===== src/common/recs_defs.svh =====
`ifndef RECS_DEFS_SVH
`define RECS_DEFS_SVH

// register offsets on the plain port
`define RECS_OFF_SEL0      4'h0
`define RECS_OFF_SEL1      4'h1
`define RECS_OFF_SEL2      4'h2
`define RECS_OFF_SEL3      4'h3
`define RECS_OFF_CFG0      4'h4
`define RECS_OFF_CFG1      4'h5
`define RECS_OFF_CFG2      4'h6
`define RECS_OFF_CFG3      4'h7
`define RECS_OFF_UOPSEL    4'h8
`define RECS_OFF_IRQ_STAT  4'h9
`define RECS_OFF_IRQ_MASK  4'hA
`define RECS_OFF_CNT0      4'hB
`define RECS_OFF_CNT1      4'hC
`define RECS_OFF_CNT2      4'hD
`define RECS_OFF_CNT3      4'hE

// event selector fields
`define RECS_EVSEL_HI      31
`define RECS_EVSEL_LO      25
`define RECS_EMASK_HI      24
`define RECS_EMASK_LO      9
// counter config fields
`define RECS_CSEL_HI       15
`define RECS_CSEL_LO       13
`define RECS_CFG_EN_BIT    12
`define RECS_CFG_EDGE_BIT  24

// event codes and config selects
`define RECS_EV_FP_ASSIST  7'h03
`define RECS_EV_FLUSH      7'h02
`define RECS_EV_COMPLETED  7'h07
`define RECS_CS_FP_ASSIST  3'h5
`define RECS_CS_FLUSH      3'h5
`define RECS_CS_COMPLETED  3'h4

// mask bit positions
`define RECS_M_STK_UNDER   0
`define RECS_M_STK_OVER    1
`define RECS_M_OUT_OVER    2
`define RECS_M_OUT_UNDER   3
`define RECS_M_IN_ASSIST   4
`define RECS_M_FLUSH_ANY   0
`define RECS_M_FLUSH_MEM   2
`define RECS_M_FLUSH_SMC   6
`define RECS_M_CORRECT     0
`define RECS_M_WRONG       1
`define RECS_M_LOAD_TAG    1
`define RECS_M_STORE_TAG   2

`define RECS_FLUSH_DUTY    2'h1
`define RECS_RST_32        32'h00000000

`endif


===== src/common/recs_pkg.sv =====
package recs_pkg;

    // retirement-side event strobes from the core
    typedef struct packed {
        logic [4:0] fp_assist;   // under, over, out over, out under, input assist
        logic       flush_any;   // level while whole pipeline is flushed
        logic       flush_mem;   // one pulse per memory-order flush
        logic       flush_smc;   // one pulse per self-modifying-code flush
        logic [2:0] done_good;   // correct-path completions this cycle
        logic [2:0] done_bogus;  // wrong-path completions this cycle
    } recs_evt_t;

    // front-end tag outputs for load and store uops
    typedef struct packed {
        logic load_tag_bit;
        logic store_tag_bit;
    } recs_tag_t;

    typedef struct packed {
        logic [3:0]  wr;
        logic [3:0]  rd;
        logic [3:0]  addr;
        logic [31:0] data;
    } recs_bus_t;

endpackage : recs_pkg


===== src/logic/recs_lane.sv =====
`timescale 1ns/1ps
`default_nettype none
`include "recs_defs.svh"

// one counter lane: decodes its selector and config, counts per cycle
module recs_lane
    import recs_pkg::*;
#(
    parameter logic [1:0] LANE = 2'h0
)
(
    input  wire logic        sys_clk,
    input  wire logic        arst_n,
    input  wire logic [31:0] event_selector_reg,
    input  wire logic [31:0] counter_config_reg,
    input  wire recs_evt_t   evt,
    input  wire logic        clr,
    output logic [31:0]      count,
    output logic             wrap
);

    typedef struct packed {
        logic [31:0] cnt;
        logic        prev;
        logic        duty;
        logic        wrap;
    } recs_lane_st_t;

    recs_lane_st_t st_r;
    recs_lane_st_t st_nxt;

    logic [6:0]  evsel;
    logic [15:0] emask;
    logic [2:0]  csel;
    logic        en;
    logic        edge_mode;
    logic [3:0]  inc;            // two 3-bit sums need four bits
    logic        cond;
    logic        any_flush_tick;

    assign evsel     = event_selector_reg[`RECS_EVSEL_HI:`RECS_EVSEL_LO];
    assign emask     = event_selector_reg[`RECS_EMASK_HI:`RECS_EMASK_LO];
    assign csel      = counter_config_reg[`RECS_CSEL_HI:`RECS_CSEL_LO];
    assign en        = counter_config_reg[`RECS_CFG_EN_BIT];
    assign edge_mode = counter_config_reg[`RECS_CFG_EDGE_BIT];

    // flush-any counts every other flush cycle; in edge mode the plain level
    // is used, else the duty toggle would give an edge every other flush cycle
    assign any_flush_tick = evt.flush_any && (edge_mode || !st_r.duty);

    // event decode; lanes 0/1 and 2/3 host different events
    always_comb
    begin
        inc = 4'h0;
        if (en && LANE[1] && evsel == `RECS_EV_FP_ASSIST && csel == `RECS_CS_FP_ASSIST)
        begin
            // any combination of assist causes
            inc = {3'h0, |(emask[4:0] & evt.fp_assist)};
        end
        else if (en && LANE[1] && evsel == `RECS_EV_FLUSH && csel == `RECS_CS_FLUSH)
        begin
            inc = {3'h0, (emask[`RECS_M_FLUSH_ANY] && any_flush_tick)
                       || (emask[`RECS_M_FLUSH_MEM] && evt.flush_mem)
                       || (emask[`RECS_M_FLUSH_SMC] && evt.flush_smc)};
        end
        else if (en && !LANE[1] && evsel == `RECS_EV_COMPLETED && csel == `RECS_CS_COMPLETED)
        begin
            // completions, not starts, feed these sums
            inc = (emask[`RECS_M_CORRECT] ? {1'b0, evt.done_good} : 4'h0)
                + (emask[`RECS_M_WRONG] ? {1'b0, evt.done_bogus} : 4'h0);
        end
    end

    assign cond = |inc;

    // state update; edge mode adds one on a rising condition only
    always_comb
    begin
        st_nxt      = st_r;
        st_nxt.prev = cond;
        st_nxt.duty = evt.flush_any ? !st_r.duty : 1'b0;
        st_nxt.wrap = 1'b0;
        if (clr)
        begin
            st_nxt.cnt = `RECS_RST_32;
        end
        else if (edge_mode)
        begin
            if (cond && !st_r.prev)
            begin
                st_nxt.cnt  = st_r.cnt + 32'h00000001;
                st_nxt.wrap = &st_r.cnt;
            end
        end
        else
        begin
            st_nxt.cnt  = st_r.cnt + {28'h0, inc};
            st_nxt.wrap = ({1'b0, st_r.cnt} + {29'h0, inc}) > 33'h0FFFFFFFF;
        end
    end

    always_ff @(posedge sys_clk or negedge arst_n)
    begin
        if (!arst_n)
            st_r <= '0;
        else
            st_r <= st_nxt;
    end

    assign count = st_r.cnt;
    assign wrap  = st_r.wrap;

endmodule : recs_lane
`default_nettype wire


===== src/logic/recs_top.sv =====
// What this block does
// - assist mask bit 0 counts stack underflow, bit 1 stack overflow.
// - assist mask bit 2 counts output overflow, bit 3 output underflow.
// - assist mask bit 4 counts input assist; any combination allowed.
// - flush event code 02H, config 05H, only on selectors 2 and 3.
// - flush-any bit counts part of flush cycles; use edge mode for occurrences.
// - flush mask bit 2 counts cycles with a memory-order flush; selected flush causes together add at most one per cycle.
// - flush mask bit 6 counts cycles with a self-modifying-code flush.
// - completed event code 07H, config 04H, only on selectors 0 and 1.
// - completed mask bit 0 counts correct path, bit 1 wrong path.
// - completed count reflects finished instructions, not started ones.
// - load and store tag bits only mark uops, never increment counters.
`timescale 1ns/1ps
`default_nettype none
`include "recs_defs.svh"

module recs_top
    import recs_pkg::*;
(
    input  wire logic        sys_clk,
    input  wire logic        arst_n,
    input  wire logic [3:0]  reg_addr,
    input  wire logic [31:0] reg_wdata,
    input  wire logic        reg_wr,
    input  wire logic        reg_rd,
    output logic [31:0]      reg_rdata,
    input  wire recs_evt_t   core_evt,
    input  wire logic        uop_is_load,
    input  wire logic        uop_is_store,
    output recs_tag_t        uop_tag,
    output logic             irq
);

    // register state of the block, apart from the counts held in the lanes
    typedef struct packed {
        logic [3:0][31:0] sel;
        logic [3:0][31:0] cfg;
        logic [31:0]      uopsel;
        logic [3:0]       stat;
        logic [3:0]       mask;
        logic [31:0]      rdata;
        recs_tag_t        tag;
        logic             irq;
        recs_evt_t        evt;
    } recs_st_t;

    recs_st_t    st_r;
    recs_st_t    st_nxt;
    logic [3:0][31:0] cnt;
    logic [3:0]  wrap;
    logic [3:0]  clr;

    // four lanes; events are registered once since they come from core logic
    for (genvar g = 0; g < 4; g++)
    begin : g_lane
        recs_lane #(.LANE(2'(g))) u_lane
        (
            .sys_clk            (sys_clk),
            .arst_n             (arst_n),
            .event_selector_reg (st_r.sel[g]),
            .counter_config_reg (st_r.cfg[g]),
            .evt                (st_r.evt),
            .clr                (clr[g]),
            .count              (cnt[g]),
            .wrap               (wrap[g])
        );
    end

    // counter clear on a write to its count offset
    function automatic logic hits(input logic [3:0] a, input logic [3:0] off);
        hits = (a == off);
    endfunction : hits

    always_comb
    begin
        for (int i = 0; i < 4; i++)
            clr[i] = reg_wr && hits(reg_addr, 4'(`RECS_OFF_CNT0 + i));
    end

    always_comb
    begin
        st_nxt     = st_r;
        st_nxt.evt = core_evt;
        // tags only mark uops; no counter ever sees them
        st_nxt.tag.load_tag_bit  = uop_is_load  && st_r.uopsel[`RECS_EMASK_LO + `RECS_M_LOAD_TAG];
        st_nxt.tag.store_tag_bit = uop_is_store && st_r.uopsel[`RECS_EMASK_LO + `RECS_M_STORE_TAG];
        // register writes
        if (reg_wr)
        begin
            case (reg_addr)
                `RECS_OFF_SEL0:     st_nxt.sel[0] = reg_wdata;
                `RECS_OFF_SEL1:     st_nxt.sel[1] = reg_wdata;
                `RECS_OFF_SEL2:     st_nxt.sel[2] = reg_wdata;
                `RECS_OFF_SEL3:     st_nxt.sel[3] = reg_wdata;
                `RECS_OFF_CFG0:     st_nxt.cfg[0] = reg_wdata;
                `RECS_OFF_CFG1:     st_nxt.cfg[1] = reg_wdata;
                `RECS_OFF_CFG2:     st_nxt.cfg[2] = reg_wdata;
                `RECS_OFF_CFG3:     st_nxt.cfg[3] = reg_wdata;
                `RECS_OFF_UOPSEL:   st_nxt.uopsel = reg_wdata;
                `RECS_OFF_IRQ_MASK: st_nxt.mask = reg_wdata[3:0];
                default:            st_nxt.uopsel = st_r.uopsel;
            endcase
        end
        // status read clears; a wrap in the same cycle still wins
        st_nxt.rdata = `RECS_RST_32;
        if (reg_rd)
        begin
            case (reg_addr)
                `RECS_OFF_SEL0:     st_nxt.rdata = st_r.sel[0];
                `RECS_OFF_SEL1:     st_nxt.rdata = st_r.sel[1];
                `RECS_OFF_SEL2:     st_nxt.rdata = st_r.sel[2];
                `RECS_OFF_SEL3:     st_nxt.rdata = st_r.sel[3];
                `RECS_OFF_CFG0:     st_nxt.rdata = st_r.cfg[0];
                `RECS_OFF_CFG1:     st_nxt.rdata = st_r.cfg[1];
                `RECS_OFF_CFG2:     st_nxt.rdata = st_r.cfg[2];
                `RECS_OFF_CFG3:     st_nxt.rdata = st_r.cfg[3];
                `RECS_OFF_UOPSEL:   st_nxt.rdata = st_r.uopsel;
                `RECS_OFF_IRQ_STAT:
                begin
                    st_nxt.rdata = {28'h0, st_r.stat};
                    st_nxt.stat  = 4'h0;
                end
                `RECS_OFF_IRQ_MASK: st_nxt.rdata = {28'h0, st_r.mask};
                `RECS_OFF_CNT0:     st_nxt.rdata = cnt[0];
                `RECS_OFF_CNT1:     st_nxt.rdata = cnt[1];
                `RECS_OFF_CNT2:     st_nxt.rdata = cnt[2];
                `RECS_OFF_CNT3:     st_nxt.rdata = cnt[3];
                default:            st_nxt.rdata = `RECS_RST_32;
            endcase
        end
        st_nxt.stat = st_nxt.stat | wrap;
        st_nxt.irq  = |(st_nxt.stat & st_nxt.mask);
    end

    always_ff @(posedge sys_clk or negedge arst_n)
    begin
        if (!arst_n)
            st_r <= '0;
        else
            st_r <= st_nxt;
    end

    assign reg_rdata = st_r.rdata;
    assign uop_tag   = st_r.tag;
    assign irq       = st_r.irq;

endmodule : recs_top
`default_nettype wire


===== config.mk =====
export PLATFORM = sky130hd
export DESIGN_NAME = recs_top
export DESIGN_NICKNAME = d
export VERILOG_FILES = /design/src/common/recs_pkg.sv /design/src/logic/recs_lane.sv /design/src/logic/recs_top.sv
export VERILOG_INCLUDE_DIRS = /design/src /design/src/common
export SDC_FILE = /design/constraint.sdc
export NUM_CORES = 1
export LEC_CHECK = 0
export BUFFER_PORTS_ARGS = -buffer_cell sky130_fd_sc_hd__buf_2
export CAP_MARGIN = 5
export CORE_ASPECT_RATIO = 1.25
export CORE_MARGIN = 3
export CORE_UTILIZATION = 56
export DETAILED_ROUTE_END_ITERATION = 7
export PLACE_DENSITY = 0.72
export SLEW_MARGIN = 20
export SYNTH_ARGS = -nofsm -noshare
export SYNTH_HDL_FRONTEND = slang
export SYNTH_SLANG_ARGS = --single-unit

===== constraint.sdc =====
create_clock -name sys_clk -period 3 [get_ports sys_clk]
set_clock_uncertainty 0.1 [all_clocks]
set_input_delay 0.3 -clock sys_clk [delete_from_list [all_inputs] [get_ports sys_clk]]
set_output_delay 0.3 -clock sys_clk [all_outputs]
set_load 0.02 [all_outputs]

==> Yosys cells after proc, flatten, opt, wreduce, memory -nomap -nowiden <==
Index checks and enable logic that the tools add are counted.
{ "totals": {"inputBits": 56, "word_cells": 190, "reg_bits": 483, "output_inout_bits": 35} }
{ "op_classes": {"n_reduce_logical": 63, "n_addsub": 14, "n_bitwise": 4, "muxes": 42, "n_eq_ne": 28, "n_lt_le_gt_ge": 4} }
{ "op_table": {"columns": ["op", "count"], "rows": [
  ["32-bit case mux with 15 select lines", 1],
  ["32-bit 2-to-1 mux", 13],
  ["32-bit by 4-bit adder with 33-bit output", 4],
  ["33-bit by 32-bit > comparator with 1-bit output, second input constant", 4],
  ["32-bit by 1-bit adder with 32-bit output, second input constant", 4],
  ["32-bit by 4-bit adder with 32-bit output", 4],
  ["32-bit AND reduction", 4],
  ["1-bit logical AND", 30],
  ["4-bit equality test, second input constant", 7],
  ["7-bit by 2-bit equality test with 1-bit output, second input constant", 4],
  ["4-bit 2-to-1 mux", 6],
  ["4-bit OR reduction", 5],
  ["1-bit 2-to-1 mux", 18],
  ["2-bit AND reduction", 9],
  ["4-bit by 3-bit equality test with 1-bit output, second input constant", 4],
  ["7-bit by 3-bit equality test with 1-bit output, second input constant", 2],
  ["3-bit equality test, second input constant", 4],
  ["3-bit 2-to-1 mux", 4],
  ["3-bit by 1-bit inequality test with 1-bit output, second input constant", 4],
  ["5-bit AND", 2],
  ["5-bit OR reduction", 2],
  ["4-bit adder", 2],
  ["4-bit by 2-bit equality test with 1-bit output, second input constant", 2],
  ["1-bit zero test", 6],
  ["5 further kinds", 10]
]} }

==> Depth between registers and ports, before layout <==
Gate-level depths: netlist of run 1.
{ "logic_depth": {"ltp_word": 13, "depth_mapped": 13, "ltp_nobuf": 12} }

==> Cells and area by module <==
A second synthesis of run 1 with hierarchy kept.
{ "unflattened": {"hier_cells": 2356, "area_unflattened_um2": 26007.4} }
{ "modules_own_cells": {"columns": ["module", "cells_each", "seq_area_each_um2", "area_each_um2", "instances"], "rows": [
  ["recs_top", 1242, 8633.3, 16181.8, 1],
  ["recs_lane at g_lane[1].u_lane", 316, 850.8, 2716.4, 1],
  ["recs_lane at g_lane[0].u_lane", 279, 850.8, 2483.6, 1],
  ["recs_lane at g_lane[2].u_lane", 262, 875.8, 2336.0, 1],
  ["recs_lane at g_lane[3].u_lane", 257, 875.8, 2289.7, 1]
]} }

==> Least setup slack after synthesis of run 1 <==
OpenSTA, ideal clock, no wires.
{ "synth_path": {"kind": "register to register", "start": "register st_r[227] (netlist bit)", "end": "register g_lane[0].u_lane.st_r (netlist bit g_lane[0].u_lane.count[4])", "stages_incl_launch_ff": 14, "setup_time_ns": 0.077, "path_buffers": 2, "synth_period_minus_slack_ns": 3.243, "arrival_time_ns": 3.065, "required_time_ns": 2.823, "setup_slack_ns": -0.243, "cell_sequence": "dfrtp_1 -> and2_1 -> ha_1 -> inv_1 -> nor2_1 -> or2_2 -> ha_1 -> fa_1 -> a21o_1 -> a21oi_1 -> clkbuf_1 -> clkbuf_1 -> o21ai_0 -> a21oi_1"} }
{ "synth_between": {"elab_chain_len": 6, "elab_cells_between_ends": 9} }
{ "synth_rtl": {"columns": ["element", "line_no", "text"], "rows": [
  ["from (decl)", "recs_top.sv:47", "recs_st_t st_r;"],
  ["from (signal assigned)", "recs_top.sv:140", "st_r <= st_nxt;"],
  ["3-bit 2-to-1 mux (*)", "recs_lane.sv:70", "+ (emask[`RECS_M_WRONG] ? {1'b0, evt.done_bogus} : 4'h0);"],
  ["4-bit adder (*)", "recs_lane.sv:69", "inc = (emask[`RECS_M_CORRECT] ? {1'b0, evt.done_good} : 4'h0)"],
  ["4-bit 2-to-1 mux (*)", "recs_lane.sv:66", "else if (en && !LANE[1] && evsel == `RECS_EV_COMPLETED && csel == `RECS_CS_COMPLETED)"],
  ["32-bit by 4-bit adder with 32-bit output / 4-bit OR reduction (equally long branches)", "recs_lane.sv:97, recs_lane.sv:74", null],
  ["32-bit 2-to-1 mux / 1-bit logical AND (equally long branches)", "recs_lane.sv:87, recs_lane.sv:89", null],
  ["32-bit 2-to-1 mux / 3-bit by 1-bit inequality test with 1-bit output (equally long branches)", null, null],
  ["to (signal assigned)", "recs_lane.sv:107", "st_r <= st_nxt;"],
  ["to (decl)", "recs_lane.sv:29", "recs_lane_st_t st_r;"]
]} }
Mark *: on every way between the ends. The rest lies on a longest branch, timed or not.
A chain may end at the register's enable or synchronous reset.

==> Final worst setup path of run 1 <==
{ "layout_path": {"start": "register st_r[3] (netlist bit)", "end": "register g_lane[0].u_lane.st_r (netlist bit g_lane[0].u_lane.count[10])"} }
{ "layout_between": {"elab_chain_len": 6, "elab_cells_between_ends": 9} }
{ "layout_rtl": {"columns": ["element", "line_no"], "rows": [
  ["3-bit 2-to-1 mux (*)", "recs_lane.sv:69"],
  ["4-bit adder (*)", "recs_lane.sv:69"],
  ["4-bit 2-to-1 mux (*)", "recs_lane.sv:66"],
  ["32-bit by 4-bit adder with 32-bit output / 4-bit OR reduction (equally long branches)", "recs_lane.sv:97, recs_lane.sv:74"],
  ["32-bit 2-to-1 mux / 1-bit logical AND (equally long branches)", "recs_lane.sv:87, recs_lane.sv:89"],
  ["32-bit 2-to-1 mux / 3-bit by 1-bit inequality test with 1-bit output (equally long branches)", null]
]} }
Marks and branches as above.

==> out/metrics.cfg, run 1 <==
[run_status]
status=complete, but fails checks
violations=setup timing

[pwr]
p_per_area_nw_per_um2=690
p_seq_share_pct=47.7
p_sw_w=0.00588
p_leak_nw=12.1
clockPowerShare_pct=34.6
switching_share_pct=30.2
vdd_ir_drop_max_v=0.000592
p_int_w=0.0136
power_w=0.0194
pwr-share-comb_pct=17.7

[sta]
setup_ws_ns=-0.0559
fin_crit_ns=3.06
fin_setup_tns_ns=-0.271
tightest_slew_ns=1.02
rsz0062_at_grt=true
report.final.slew_viol_count=0
setup_viol=13
hold_violations=0
max_freq_mhz=327
fin_crit_sh_pct=102
hold_slack_ns=0.0241
relSlewSlack_pct=31.7

[layout]
fin_nets=2306
multi_input_area_um2=11300
layoutNonFillerInstCount=2807
drive_gt1_share_pct=32.5
seqCellArea_um2=12100
fin_area_um2=28200
fillers=2971
syn_to_final_growth_pct=18.8

[grt]
grt_usage_pct=35.3
overflow=0
grt_pass1_wl_um=121000
grt_pass1_vias=19400
grt_max_degree=102
antenna_found_initial=4

[detailed_routing]
first_pass_iters=5
num_vias=19500
ant_nets=0
drt_wl_total_um=80500
drt_iter0_drc=2100
via_per_inst=6.95
drc=0
wl_per_cell_um=28.7

[floorplanning]
ios=91
die_h_um=236
core_area_um2=41400
dieWidth_um=190
dieArea_um2=44800
start_util_pct=57.2
fp-row-count=83

[place]
place.port_buffers=90
hpwl_um=51400
place_area_um2=25400
post-place-cells=2666
gp_congestion=0.988

[worst_setup_path]
worstPathCellList=and2_4 -> ha_4 -> fa_2 -> inv_2 -> nor3_4 -> buf_6 -> fa_2 -> a21o_1 -> a21oi_4 -> buf_12 -> or4_4 -> a21oi_2
crit_path_end_kind=flop
slowest_delay_ns=0.54
cp_num_buf_inv=3
required_ns=3.42
critPathTopFamily=adder cells
cp_slowest_cell=fa_2
start_kind=flop
critPathKind=reg2reg
cp_common_cell=fa_2
cp.arrival_ns=3.48
crit_path_max_fanout=7

[run]
drv_cap=0

[logic_synthesis]
synth_cells=2071
synth_edf_count=0
synth_top_cell_area_share_pct=51.0
ys_seq_elements=483
synthesis.area_um2=23700
yosysMostFrequentCell=dfrtp_1
synth_area_per_cell_um2=11.4
yosysWarnings=0
synth_ff_type=dfrtp_1
synth_area_leaders=dfrtp_1 (51%), mux2_2 (14%), a21oi_1 (2.2%)
ys_types=67
yosysSeqAreaShare_pct=51.0
yosysTopAreaCell=dfrtp_1
syn_nets=2161
async_flop_share_pct=100
synthTopCellsByCount=dfrtp_1 (483), mux2_2 (290), nand2_1 (136), a21oi_1 (106), clkbuf_1 (101)

[clock_tree]
cts_tree=yes
path_clk_slew_ns=0.06
numCtsBuffers=49
clk_latency_ns=0.61
htreeDepth=2
cts.sinks=483
clockBufferDepth=3
cts-root-buf=clkbuf_16

[hold_path]
hold_class=in2reg

## worst paths after layout
| check | from | end | slack, ns | depth (start not counted) |
|---|---|---|---|---|
| setup / recovery | st_r[3]$_DFF_PN0_ | g_lane[0].u_lane.count[10]$_DFFE_PN0P_ | -0.06 | 12 |
| hold / removal | reg_wdata[23] | st_r[272]$_DFFE_PN0P_ | 0.02 | 2 |
| setup reg to reg | st_r[3]$_DFF_PN0_ | g_lane[0].u_lane.count[10]$_DFFE_PN0P_ | -0.06 | 12 |
| hold reg to reg | g_lane[2].u_lane.st_r[1]$_DFF_PN0_ | g_lane[2].u_lane.st_r[1]$_DFF_PN0_ | 0.35 | 1 |
| max in group asynchronous | arst_n | g_lane[3].u_lane.count[28]$_DFFE_PN0P_ | 1.63 | 3 |
| min in group asynchronous | arst_n | g_lane[2].u_lane.wrap$_DFF_PN0_ | 0.15 | 2 |
## power groups by stage
stage / sequential [W] / clock [W] / combinational [W]
after global routing: 0.00940 / 0.00702 / 0.00373
after global placement: 0.00922 / 0 / 0.00300
after CTS: 0.00921 / 0.00677 / 0.00326
after floorplan: 0.00869 / 0 / 0.00219
final: 0.00928 / 0.00672 / 0.00345
after detailed placement: 0.00931 / 0 / 0.00315
## through the flow
step	setup slack, ns	utilization [%]
finish	-0.0559	68.0
global route	-0.183	68.0
CTS	-0.00370	66.8
detailed placement	-0.0889	61.4
global placement	0.00541	61.4
floorplan	0.0112	-
## sequential cells by signal (all words and copies together) (netlist names)
register / cells
st_r: 310
g_lane.u_lane.count: 128
reg_rdata: 32
g_lane.u_lane.st_r: 6
g_lane.u_lane.wrap: 4
uop_tag: 2
irq: 1
## what timing repair did
| item | 4_1_cts | 5_1_grt |
|---|---|---|
| cloned | 0 | 5 |
| setup endpoints to repair | 33 | 81 |
| hold buffers | 38 | 0 |
| endpoints found under the hold margin | 247 | 0 |
| setup buffers | 2 | 6 |
| gates resized for setup | 19 | 88 |
| pin swaps | 9 | 48 |
## cells in the final DEF, fill, tap and decap left out, types with 22 or more instances in the layout
cell type,n
nand4_1,45
ha_1,24
a221oi_1,60
buf_2,89
buf_4,117
nand3_1,58
or3_1,34
a21oi_1,79
a31oi_1,37
a22o_1,38
a222oi_1,30
nor2_1,40
and2_1,22
a21oi_2,26
a22oi_1,66
mux2i_1,38
nand2b_1,29
dfrtp_1,483
dlygate4sd3_1,38
o21ai_0,46
or4_1,33
mux2_2,290
nand2_1,124
o31ai_1,42
clkbuf_16,53
## cell families after synthesis
family	Yosys count	share of synthesized area (%)
compound gates	490	14.8
xor+xnor	6	0.222
fa+ha+maj	34	1.99
buf+inv	198	3.72
flops	483	51.0
mux	331	15.5
simple gates	529	12.8
## worst register-to-register path, stage by stage, from the launching register on
cell and delay, ns:
dfrtp_1 0.39, and2_4 0.18, ha_4 0.16, fa_2 0.54, inv_2 0.05, nor3_4 0.23, buf_6 0.13, fa_2 0.19
a21o_1 0.15, a21oi_4 0.10, buf_12 0.15, or4_4 0.48, a21oi_2 0.13
## layer usage
layer | global-route usage (%) | vias to the layer above | share of wire, % | routed length [um]
li1 | - | 8184 | - | -
met1 | 45.4 | 9886 | 37 | 29700
met2 | 55.7 | 1175 | 47 | 37400
met3 | 7.00 | 252 | 10 | 8110
met4 | 20.6 | 4 | 6.5 | 5210
met5 | 0 | - | 0.025 | 20
## cell type report
class,count,area share (%)
timing repair buffer,274,8.03
sequential,483,42.9
inverter,16,0.213
multi-input combinational,1392,40.1
tap,552,2.45
clock buffer,68,5.07
antenna,2,0.0178
clock inverter,20,1.18
Power figures use the tool's default switching activity.
==> run 2: changes to the inputs <==
Settings changed: BUFFER_PORTS_ARGS -buffer_cell sky130_fd_sc_hd__buf_2 to not set, CORE_UTILIZATION 56 to 58, DONT_BUFFER_PORTS set to 1.
==> out/metrics.cfg, run 2 (synthesis gave the netlist of run 1 again) <==
[worst_setup_path]
r2r_end=g_lane[0].u_lane.count[18]$_DFFE_PN0P_
required_ns=3.40  ; -0.02 ns
r2r_cells=12  ; unchanged
critPathLaunch=st_r[246]$_DFFE_PN0P_
critPathKind=reg2reg
timing.reg2reg.setup_slack_ns=-0.09  ; -0.04 ns
start_kind=flop
critPathCapture=g_lane[0].u_lane.count[18]$_DFFE_PN0P_
crit_path_max_fanout=7  ; unchanged
cp.arrival_ns=3.49  ; about the same
crit_path_end_kind=flop
crit-reg2reg-launch=st_r[246]$_DFFE_PN0P_

[clock_tree]
numCtsBuffers=49  ; unchanged
path_clk_slew_ns=0.06  ; about the same
cts_tree=yes
clockBufferDepth=3  ; unchanged
cts-root-buf=clkbuf_16
clk_latency_ns=0.60  ; about the same
cts_hold_buf=55  ; +45%
htreeDepth=2  ; unchanged
cts.sinks=483  ; unchanged

[floorplanning]
dieArea_um2=43300  ; -3.4%
die_h_um=232  ; -1.7%
ios=91  ; unchanged
fp-row-count=82  ; -1.2%
start_util_pct=58.9  ; +1.7 points
core_area_um2=40200  ; -2.9%
dieWidth_um=187  ; -1.7%

[layout]
largest-register=st_r
fin_nets=2217  ; -3.9%
largest_register_ffs=310  ; unchanged
final_common_cell=dfrtp_1
syn_to_final_growth_pct=16.7
final_cell_mix=dfrtp_1 (483), mux2_2 (290), nand2_1 (126)
drive_gt1_share_pct=28.8  ; -3.8 points

[pwr]
p_sw_w=0.00565  ; -3.8%
switching_share_pct=29.5  ; -0.77 points
p_int_w=0.0135  ; -0.21%
p_leak_nw=11.7  ; -3.6%
pwr-share-comb_pct=16.3  ; -1.4 points
vdd_ir_drop_max_v=0.000588  ; -0.65%
p_seq_share_pct=48.6  ; +0.9 points
clockPowerShare_pct=35.1  ; +0.5 points
p_per_area_nw_per_um2=694  ; +0.48%
power_w=0.0192  ; -1.3%

[detailed_routing]
first_pass_iters=6  ; +1
ant_nets=0  ; unchanged
via_per_inst=7.10  ; +2.3%
wl_met1_um=29300  ; -1.5%
drt_iter0_drc=2409  ; +15%
dr.max_layer_used=met5
drc=0  ; unchanged
dr_wl_met3_um=7510  ; -7.4%
routed-wl-met2_um=36500  ; -2.5%
drt_wl_total_um=79300  ; -1.5%
num_vias=19300  ; -1.1%
wl_per_cell_um=29.2  ; +1.8%

[sta]
fin_crit_ns=3.09  ; +0.0368 ns
tightest_slew_ns=1.32  ; +0.297 ns
hold_slack_ns=-0.668  ; -0.692 ns
relSlewSlack_pct=12.0  ; -20 points
max_freq_mhz=323  ; -1.2%
setup_ws_ns=-0.0927  ; -0.0368 ns
setup_viol=21  ; +8
hold_violations=483  ; +483
fin_setup_tns_ns=-0.737  ; -0.465 ns
report.final.slew_viol_count=0  ; unchanged
fin_crit_sh_pct=103  ; +1.2 points
rsz0062_at_grt=true

[grt]
antenna_found_initial=3  ; -1
grt_pass1_wl_um=118000  ; -2.5%
grt_usage_pct=35.4  ; +0.12 points
grt_max_degree=484  ; +370%
grt_pass1_vias=19000  ; -2.4%
overflow=0  ; unchanged

[run_status]
status=complete, but fails checks
violations=hold timing, setup timing

[place]
place.port_buffers=0  ; -100%
gp_congestion=0.934  ; -5.5%
hpwl_um=50600  ; -1.6%

[hold_path]
hold_class=in2async

[run]
drv_cap=0  ; unchanged

-- run 2: cell types whose count changed in the layout (fill, tap and decap cells not counted), moves of 4 or more --
| cell | before | now |
|---|---|---|
| dlygate4sd3_1 | 38 | 55 |
| a21oi_2 | 26 | 18 |
| ha_1 | 24 | 20 |
| buf_2 | 89 | 0 |
| a21oi_1 | 79 | 87 |
| ha_4 | 1 | 5 |
| buf_12 | 20 | 13 |
| o31ai_2 | 0 | 11 |
| clkbuf_1 | 7 | 12 |
| o31ai_1 | 42 | 31 |
| buf_4 | 117 | 112 |
-- run 2: worst min path at each step --
stage                start                               endpoint  slack [ns]
detailed placement  arst_n                          irq$_DFF_PN0_       -0.07
global placement    arst_n                      st_r[1]$_DFF_PN0_       -0.08
floorplan           arst_n  g_lane[0].u_lane.count[0]$_DFFE_PN0P_        -0.1
CTS                 arst_n                          irq$_DFF_PN0_       -0.69
finish              arst_n                          irq$_DFF_PN0_       -0.67
global route        arst_n                          irq$_DFF_PN0_       -0.68
-- run 2: area by class of cell --
type	instances	area, um^2
clock inverters	21	362
repair buffers	187	1770
diodes	2	5.00
flip-flops and latches	483	12100
fillers	2910	12600
multi-input cells	1390	11300
inverters	16	60.1
well taps	546	683
clock buffers	71	1410
-- run 2: what timing repair did --
item                                   4_1_cts  5_1_grt
pin swaps                                    7       46
gates resized for setup                     21       76
setup endpoints to repair                   38       75
endpoints found under the hold margin      802      483
setup buffers                                3       10
cloned                                       0        4
-- run 2: power by group through the flow --
stage          clock network (W)  logic [W]  registers [W]
3_3_place_gp                   0    0.00259        0.00928
5_1_grt                  0.00704    0.00337        0.00944
4_1_cts                  0.00679    0.00291        0.00925
3_5_place_dp                   0    0.00271        0.00936
6_report                 0.00674    0.00312        0.00932
2_1_floorplan                  0    0.00219        0.00869
-- run 2: layer usage --
layer | global-route usage [%] | vias to the layer above
li1 | - | 8005
met1 | 45.1 | 9829
met2 | 56.5 | 1157
met3 | 6.55 | 303
met4 | 22.3 | 2
met5 | 0 | -
-- run 2: critical path: stages (launching register included) --
cell and delay [ns]:
dfrtp_1 0.38, and4bb_2 0.38, nand4_4 0.23, buf_4 0.22, buf_4 0.13, nor3_2 0.19, ha_2 0.33, a21o_1 0.19
a21oi_4 0.28, buf_12 0.16, buf_6 0.14, o31ai_2 0.09, a21oi_2 0.17
-- run 2: per-stage QoR --
step | setup slack, ns | util (%) | area, um^2 | instances
global placement | 0.00424 | 61.4 | 24700 | 2550
CTS | 0.00489 | 67.5 | 27100 | 2700
detailed placement | -0.0858 | 61.4 | 24700 | 2550
global route | -0.129 | 68.8 | 27700 | 2714
finish | -0.0927 | 68.8 | 27700 | 2716
floorplan | 0.0112 | - | 23700 | 2071
